==> src/logic/ccd_defs.svh <==
/*
  Offsets, field positions, reset values and timing counts for the
  clock select and missing-clock detect block.
  Assumes a 200 MHz control clock; pure definitions, no logic.
*/
`ifndef CCD_DEFS_SVH
`define CCD_DEFS_SVH

// Special-function register address
`define CCD_OSCILLATOR_CONFIG_ADDR 8'hf1
`define CCD_OSCILLATOR_CONFIG_RESET 8'h00

// Field positions in oscillator_config
`define CCD_BIT_EXT_FORCE 7
`define CCD_BIT_INT_FORCE 6
`define CCD_BIT_SRC_RET 5
`define CCD_BIT_SLOW_ANA 4
`define CCD_BIT_SLOW_EN 3

// Crystal settle length in oscillator cycles
`define CCD_SETTLE_CYCLES 1024

// Control clock period and timing figures
`define CCD_CLK_PERIOD_PS 5000
`define CCD_MISS_TIME_NS 500
`define CCD_GAP_TIME_NS 10

`endif

==> src/logic/ccd_pkg.sv <==
/*
  Types shared by the clock select block and its bench.
  Assumes ccd_defs.svh holds all numeric constants.
*/
`default_nettype none
package ccd_pkg;

  // Clock switch sequencer states
  typedef enum logic [1:0] {
    CCD_ON_INT,
    CCD_GAP_TO_EXT,
    CCD_ON_EXT,
    CCD_GAP_TO_INT
  } ccd_state_type;

  // Oscillator enable group driven to the analog macros
  typedef struct packed {
    logic ext_fast;
    logic int_fast;
    logic int_slow;
    logic slow_xtal;
  } ccd_osc_en_type;

  // System clock gate group for the glitch-free mux
  typedef struct packed {
    logic int_gate;
    logic ext_gate;
  } ccd_gate_type;

endpackage : ccd_pkg
`default_nettype wire

==> src/logic/ccd_clock_ctrl.sv <==
/*
  Clock source control: oscillator enables, crystal settle counter,
  missing-clock detection with fallback, software return, dual-speed
  start-up and a break-before-make system clock gate pair.
  Assumes the external oscillator is seen as a one-cycle pulse per
  oscillator cycle, already synchronous to i_clk, and that the
  glitch-free clock mux downstream obeys the two gate enables.
*/
`timescale 1ns/1ps
`default_nettype none
`include "ccd_defs.svh"

////////////////////////////////////////////////////////////////////////
module ccd_clock_ctrl
  import ccd_pkg::*;
#(
  parameter int SETTLE_COUNT = `CCD_SETTLE_CYCLES,
  parameter int MISS_CYCLES =
    (`CCD_MISS_TIME_NS * 1000) / `CCD_CLK_PERIOD_PS,
  parameter int GAP_CYCLES =
    (`CCD_GAP_TIME_NS * 1000 + `CCD_CLK_PERIOD_PS - 1) / `CCD_CLK_PERIOD_PS
) (
  input wire logic i_clk,
  input wire logic i_rstn,
  input wire logic i_ce,
  // Special-function register port
  input wire logic [7:0] i_sfr_addr,
  input wire logic i_sfr_wr,
  input wire logic i_sfr_rd,
  input wire logic [7:0] i_sfr_wdata,
  output logic [7:0] o_sfr_rdata,
  // Nonvolatile configuration bits
  input wire logic i_ext_fast_mode_sel,
  input wire logic i_dual_speed_en,
  input wire logic i_miss_clk_detect_en,
  // Requested clock mode and power state
  input wire logic i_clk_mode_sel,
  input wire logic i_sleep_stop,
  input wire logic i_sleep_stop_alt,
  // Settle clear pulse and flag clear from software
  input wire logic i_settle_count_clear,
  input wire logic i_irq_flag_clear,
  // One pulse per external oscillator cycle
  input wire logic i_ext_osc_edge,
  // Oscillator enables and clock gates
  output ccd_osc_en_type o_osc_en,
  output ccd_gate_type o_gate,
  output logic o_slow_xtal_pin_analog,
  output logic o_sysclk_source_flag,
  output logic o_ext_clk_ready,
  output logic o_miss_clk_irq_flag,
  output logic o_miss_clk_event
);

  //////////////////////////////////////////////////////////////////////
  // Elaboration checks

  // Settle and gap counters need at least one cycle, the watchdog two
  if (SETTLE_COUNT < 1 || SETTLE_COUNT > 65535) begin : g_bad_settle
    $error("SETTLE_COUNT out of range");
  end
  if (MISS_CYCLES < 2 || MISS_CYCLES > 65535) begin : g_bad_miss
    $error("MISS_CYCLES out of range");
  end
  if (GAP_CYCLES < 1 || GAP_CYCLES > 255) begin : g_bad_gap
    $error("GAP_CYCLES out of range");
  end

  //////////////////////////////////////////////////////////////////////
  // Declarations

  localparam int SW = $clog2(SETTLE_COUNT + 1);
  localparam int MW = $clog2(MISS_CYCLES + 1);
  localparam logic [SW-1:0] SETTLE_END = SW'(SETTLE_COUNT);
  localparam logic [MW-1:0] MISS_END = MW'(MISS_CYCLES);
  localparam logic [7:0] GAP_END = 8'(GAP_CYCLES);

  logic ext_force_reg; // Bit 7 storage
  logic int_force_reg; // Bit 6 storage
  logic slow_ana_reg; // Bit 4 storage
  logic slow_en_reg; // Bit 3 storage
  logic miss_state_reg; // Parked on internal after a loss
  logic [SW-1:0] settle_reg; // Crystal settle counter
  logic [MW-1:0] idle_reg; // Cycles since last oscillator edge
  logic [7:0] gap_reg; // Dead time between gates
  ccd_state_type state_reg; // Switch sequencer
  ccd_state_type state_next;

  logic sfr_hit; // Access aimed at oscillator_config
  logic wr_hit;
  logic ext_osc_on; // External fast oscillator enabled
  logic ext_ready; // External clock may pass onward
  logic ext_lost; // No edge for the timeout window
  logic want_ext; // Software asks for external
  logic miss_evt; // Missing-clock event this cycle
  logic gap_done;

  //////////////////////////////////////////////////////////////////////
  // Combinational decode

  // Shared address match for read and write
  function automatic logic addr_match(input logic [7:0] a);
    return a == `CCD_OSCILLATOR_CONFIG_ADDR;
  endfunction : addr_match

  assign sfr_hit = addr_match(i_sfr_addr);
  assign wr_hit = i_sfr_wr && sfr_hit;

  // Force bit or requested mode keeps the oscillator running
  assign ext_osc_on = ext_force_reg || i_clk_mode_sel;

  // Clock input mode is usable at once; crystal waits the count
  assign ext_ready = ext_osc_on &&
    (i_ext_fast_mode_sel || settle_reg == SETTLE_END);

  assign ext_lost = idle_reg == MISS_END;

  // Detection only armed while actually running on external
  assign miss_evt = (state_reg == CCD_ON_EXT) && i_miss_clk_detect_en &&
    ext_lost;

  // Parked state blocks the way back until software returns
  assign want_ext = i_clk_mode_sel && !miss_state_reg;

  assign gap_done = gap_reg >= GAP_END - 8'h01;

  //////////////////////////////////////////////////////////////////////
  // Register writes

  // Plain read/write bits of oscillator_config
  always_ff @(posedge i_clk) begin
    if (!i_rstn) begin
      ext_force_reg <= 1'b0;
      int_force_reg <= 1'b0;
      slow_ana_reg <= 1'b0;
      slow_en_reg <= 1'b0;
    end else if (i_ce && wr_hit) begin
      ext_force_reg <= i_sfr_wdata[`CCD_BIT_EXT_FORCE];
      int_force_reg <= i_sfr_wdata[`CCD_BIT_INT_FORCE];
      slow_ana_reg <= i_sfr_wdata[`CCD_BIT_SLOW_ANA];
      slow_en_reg <= i_sfr_wdata[`CCD_BIT_SLOW_EN];
    end
  end

  // Read data captured on a read; unmapped or idle reads give zero
  always_ff @(posedge i_clk) begin
    if (!i_rstn) begin
      o_sfr_rdata <= `CCD_OSCILLATOR_CONFIG_RESET;
    end else if (i_ce) begin
      if (i_sfr_rd && sfr_hit) begin
        // Bit 5 shows the sequencer state being on external, not the request or the gate
        o_sfr_rdata <= {ext_force_reg, int_force_reg,
          state_reg == CCD_ON_EXT, slow_ana_reg, slow_en_reg,
          3'b000};
      end else begin
        o_sfr_rdata <= 8'h00;
      end
    end
  end

  //////////////////////////////////////////////////////////////////////
  // Missing-clock state

  // Loss parks the block on internal; a one on bit 5 releases it.
  // A loss in the same cycle as the release wins, so none is lost.
  always_ff @(posedge i_clk) begin
    if (!i_rstn) begin
      miss_state_reg <= 1'b0;
    end else if (i_ce) begin
      if (miss_evt) begin
        miss_state_reg <= 1'b1;
      end else if (wr_hit && i_sfr_wdata[`CCD_BIT_SRC_RET]) begin
        miss_state_reg <= 1'b0;
      end
    end
  end

  // Sticky event flag; hardware set beats software clear
  always_ff @(posedge i_clk) begin
    if (!i_rstn) begin
      o_miss_clk_irq_flag <= 1'b0;
    end else if (i_ce) begin
      if (miss_evt) begin
        o_miss_clk_irq_flag <= 1'b1;
      end else if (i_irq_flag_clear) begin
        o_miss_clk_irq_flag <= 1'b0;
      end
    end
  end

  // One-cycle interrupt request per event
  always_ff @(posedge i_clk) begin
    if (!i_rstn) begin
      o_miss_clk_event <= 1'b0;
    end else if (i_ce) begin
      o_miss_clk_event <= miss_evt;
    end
  end

  //////////////////////////////////////////////////////////////////////
  // Settle counter

  // Counts oscillator edges up to the end value, then holds.
  // Software is expected to pulse clear before a return, else a
  // stale full count would let an unsettled crystal through.
  always_ff @(posedge i_clk) begin
    if (!i_rstn) begin
      settle_reg <= '0;
    end else if (i_ce) begin
      if (!ext_osc_on) begin
        settle_reg <= '0;
      end else if (i_settle_count_clear) begin
        settle_reg <= '0;
      end else if (i_ext_fast_mode_sel) begin
        settle_reg <= '0;
      end else if (i_ext_osc_edge && settle_reg != SETTLE_END) begin
        settle_reg <= settle_reg + SW'(1);
      end
    end
  end

  //////////////////////////////////////////////////////////////////////
  // Edge watchdog

  // Counts control cycles since the last oscillator edge; saturates.
  // The timeout must exceed one oscillator period or it false-trips.
  always_ff @(posedge i_clk) begin
    if (!i_rstn) begin
      idle_reg <= '0;
    end else if (i_ce) begin
      if (!ext_osc_on || i_ext_osc_edge) begin
        idle_reg <= '0;
      end else if (idle_reg != MISS_END) begin
        idle_reg <= idle_reg + MW'(1);
      end
    end
  end

  //////////////////////////////////////////////////////////////////////
  // Switch sequencer

  // Next state: both gates are off for the gap between sources
  always_comb begin
    state_next = state_reg;
    unique case (state_reg)
      CCD_ON_INT: begin
        // Dual speed holds on internal until the clock is stable
        if (want_ext && ext_osc_on && (ext_ready || !i_dual_speed_en)) begin
          state_next = CCD_GAP_TO_EXT;
        end
      end
      CCD_GAP_TO_EXT: begin
        if (gap_done) begin
          state_next = CCD_ON_EXT;
        end
      end
      CCD_ON_EXT: begin
        if (miss_evt || !want_ext || !ext_osc_on) begin
          state_next = CCD_GAP_TO_INT;
        end
      end
      CCD_GAP_TO_INT: begin
        if (gap_done) begin
          state_next = CCD_ON_INT;
        end
      end
    endcase
  end

  // State and dead-time counter
  always_ff @(posedge i_clk) begin
    if (!i_rstn) begin
      state_reg <= CCD_ON_INT;
      gap_reg <= 8'h00;
    end else if (i_ce) begin
      state_reg <= state_next;
      if (state_next != state_reg) begin
        gap_reg <= 8'h00;
      end else if (!gap_done) begin
        gap_reg <= gap_reg + 8'h01;
      end
    end
  end

  //////////////////////////////////////////////////////////////////////
  // Outputs

  // Gates: never both open; slow sources have no gate at all
  always_ff @(posedge i_clk) begin
    if (!i_rstn) begin
      o_gate <= '0;
    end else if (i_ce) begin
      o_gate.int_gate <= state_next == CCD_ON_INT;
      o_gate.ext_gate <= state_next == CCD_ON_EXT &&
        ext_ready;
    end
  end

  // Oscillator enables
  always_ff @(posedge i_clk) begin
    if (!i_rstn) begin
      o_osc_en <= '0;
      o_slow_xtal_pin_analog <= 1'b0;
    end else if (i_ce) begin
      o_osc_en.ext_fast <= ext_osc_on;
      // Internal runs while in use or forced, never in sleep
      o_osc_en.int_fast <= !i_sleep_stop &&
        (int_force_reg || state_next != CCD_ON_EXT);
      o_osc_en.int_slow <= !i_sleep_stop_alt;
      o_osc_en.slow_xtal <= slow_en_reg && slow_ana_reg;
      o_slow_xtal_pin_analog <= slow_ana_reg;
    end
  end

  // Status mirrors
  always_ff @(posedge i_clk) begin
    if (!i_rstn) begin
      o_sysclk_source_flag <= 1'b0;
      o_ext_clk_ready <= 1'b0;
    end else if (i_ce) begin
      o_sysclk_source_flag <= state_next == CCD_ON_EXT;
      o_ext_clk_ready <= ext_ready;
    end
  end

endmodule : ccd_clock_ctrl
`default_nettype wire

==> config.mk <==
export PLATFORM = sky130hd
export DESIGN_NAME = ccd_clock_ctrl
export DESIGN_NICKNAME = d
export VERILOG_FILES = /design/src/logic/ccd_pkg.sv /design/src/logic/ccd_clock_ctrl.sv
export VERILOG_INCLUDE_DIRS = /design/src /design/src/logic
export SDC_FILE = /design/constraint.sdc
export NUM_CORES = 1
export LEC_CHECK = 0
export BUFFER_PORTS_ARGS = -buffer_cell sky130_fd_sc_hd__buf_2
export CAP_MARGIN = 0
export CORE_MARGIN = 8
export CORE_UTILIZATION = 55
export CTS_CLUSTER_DIAMETER = 40
export DETAILED_ROUTE_END_ITERATION = 10
export PLACE_DENSITY = 0.92
export SLEW_MARGIN = 20
export SYNTH_ARGS = -nofsm -noshare
export SYNTH_HDL_FRONTEND = slang
export SYNTH_SLANG_ARGS = --single-unit
==> constraint.sdc <==
create_clock -name i_clk -period 2.71 [get_ports i_clk]
set_input_delay 0.271 -clock i_clk [delete_from_list [all_inputs] [get_ports i_clk]]
set_output_delay 0.271 -clock i_clk [all_outputs]
set_load 0.02 [all_outputs]
==> summary.txt <==
Final Skew: 7.133 ps
cell area after synthesis: 2501 sq um
post-synthesis sequential area ratio: 39.22%
first-pass GRT wire length: 9873 um
WP buf/inv: 1
clk buf depth: 2
clock-pin slew on the worst setup and hold paths: 90 ps
worst min path class: primary input to flip-flop
Diodes inserted: 0
Placement Rows: 24
routed wire length: 6097 um
Crit Path Max Fanout: 6
maximum clock rate: 459.5 MHz
crit path time final: 2176 ps
final std cells w/o fill: 380
Worst slew margin: 59.58%
Worst EP required: 2950 ps
CTS Buf Count: 5
post-detail-place hpwl: 4522 um
WP depth: 7
Pre-antenna DRT Iters: 5
largest net degree at the start of global routing: 38
max reg flops: 11
internal power: 1.168 mW
most common cell after layout, fill and taps aside: dfxtp_1
clock power share: 40.2%
number of enable flip-flop cells after synthesis: 0
WL/cell: 16.04 um
slowest CP cell: dfxtp_1
Distinct cells, synth: 57
Post-CTS Setup Inserts: 0
Ys Warns: 0
CP cell instances: inv_1, ha_1, nor4b_1, nand2_1, o21ai_0, o21ai_0, a21oi_1
MaxCap Viol Count: 0
FF-to-FF setup slack: 530 ps
initial antenna violation count: 0
fin crit share: 80.31%
vias post-DR: 2252
clk sink count: 49
Pwr Total: 1.543 mW
core area: 4354 sq um
CTS tree: yes
slowest stage delay, CP: 390 ps
Worst setup EP type: flip-flop
CP most frequent cell: o21ai_0
Final #Nets: 364
final hold viol count: 0
DRT iter0 DRCs: 177
global-route usage over all layers: 16.59%
#FFs+latches synth: 49
later-pin clock latency in the skew report: 310 ps
crit path DAT: 2410 ps
H-tree depth: 2
TNS Setup: 0 ps
drt via density: 5.926
Leakage: 1.164 nW
Setup CP Type: flip-flop to flip-flop
Pins Over Slew Limit: 0
run status: finished clean
Comb power frac: 11.5%
Sw Ratio: 24.27%
Die Y: 83.44 um
R2R depth: 7
Pwr per Cell Area: 536.7 nW/um^2
# placed instances: 372
hold depth: 3
Switch Pwr: 0.3743 mW
Post-DRT Antenna Nets: 0
slew at the pin closest to its max-slew limit: 591.0 ps
Async S/R FF share, synth: 0%
Post-Synthesis Cells: 284
die footprint: 6961 sq um
Primary FF master, synth: dfxtp_1
Die Wd: 83.44 um
Final Setup Violations: 0
cts hold-fix bufs: 0
unrepaired setup endpoints after global routing: no
CP delay by family, top: compound AO/OA/AOI/OAI gates
clk root buf: clkbuf_8
Mean Syn Cell Area: 8.807 sq um
# IOs: 49
Flop pwr share: 48.2%
Initial Util: 57.44%
Startpoint Class: flip-flop
P&R area growth vs syn: 14.91%
# DRC: 0
global placer's final weighted congestion: 0.8387
most frequent cells in the layout: dfxtp_1 (49), buf_2 (42), nor2_1 (20)
Port Buffers: 42
hold_ws: 215.6 ps
Post-CTS Resized: 0
VDD IR max: 412.4 uV
proportion of layout cells with a drive suffix above 1: 21.95%
overflow left after global routing: 0
vias in the first global route: 2132
-- synthesized netlist by cell type, drive strengths merged, types with 3 or more instances --
cell	number	area, sq um
nor2b	15	93.84
o21ai	17	85.08
nor2	20	75.07
a22oi	6	45.04
and2	5	32.53
buf	5	45.04
a21oi	13	65.06
nand2	19	71.32
xnor2	4	35.03
xor2	5	43.79
a21boi	9	67.56
inv	19	71.32
and3	3	18.77
or4	5	41.29
mux2i	7	70.07
nand4	4	25.02
ha	7	87.58
dfxtp	49	980.9
clkbuf	9	43.79
nand3	12	60.06
nor3	5	25.02
or3	5	32.53
o211a	4	40.04
o211ai	4	30.03
-- routing by layer --
layer  vias up  wire, um  track usage, %
met1      1068      2425           18.11
li1       1091         -               -
met3        17       335           4.395
met2        76      3175           29.14
met4         0       161           7.535
met5         -         0               0
-- cells by family (layout without fill, tap and decap cells) --
kind of cell / count (synthesis) / after routing / synth area share (%)
compound gates: 70 / 70 / 20.26
xor+xnor: 9 / 9 / 3.151
fa+ha+maj: 7 / 7 / 3.502
buf+inv: 34 / 76 / 6.553
flops: 49 / 49 / 39.22
mux: 8 / 8 / 3.252
other cells: 1 / 3 / 0.1499
simple gates: 106 / 106 / 23.91
-- per-stage QoR --
stage / area, sq um / util, % / worst slack, ps
after floorplan: 2509 / - / 734.3
after global placement: 2740 / 62.93 / 636.7
after detailed placement: 2740 / 62.93 / 595.8
after CTS: 2874 / 66.01 / 552.3
after global routing: 2874 / 66.01 / 337.3
final: 2874 / 66.01 / 533.7
-- layout make-up --
type	count	area [sq um]
Clock buffer	5	68.82
Tap cell	52	65.06
Sequential cell	49	980.9
Timing Repair Buffer	48	255.2
Fill cell	329	1480
Clock inverter	3	65.06
Multi-Input combinational cell	203	1364
Inverter	20	75.07
-- worst register-to-register path, cell delays in order (launching register included) --
cell and delay (ps):
dfxtp_1 390, inv_1 100, ha_1 180, nor4b_1 340, nand2_1 250, o21ai_0 360
o21ai_0 280, a21oi_1 220
-- power by group through the flow --
stage                     combinational [mW]  clock [mW]  sequential, mW
after floorplan                        0.110           0           0.765
final                                  0.178       0.620           0.744
after CTS                              0.176       0.623           0.744
after global routing                   0.191       0.656           0.747
after detailed placement               0.174           0           0.761
after global placement                 0.165           0           0.759
-- path summary, 6_finish.rpt --
check,startpoint,to
worst min-delay path,i_sfr_wdata[4],slow_ana_reg
worst max-delay path,gap_reg[1],gap_reg[2]
worst min register to register,gap_reg[5],gap_reg[5]
worst max register to register,gap_reg[1],gap_reg[2]
Power figures use the tool's default switching activity.
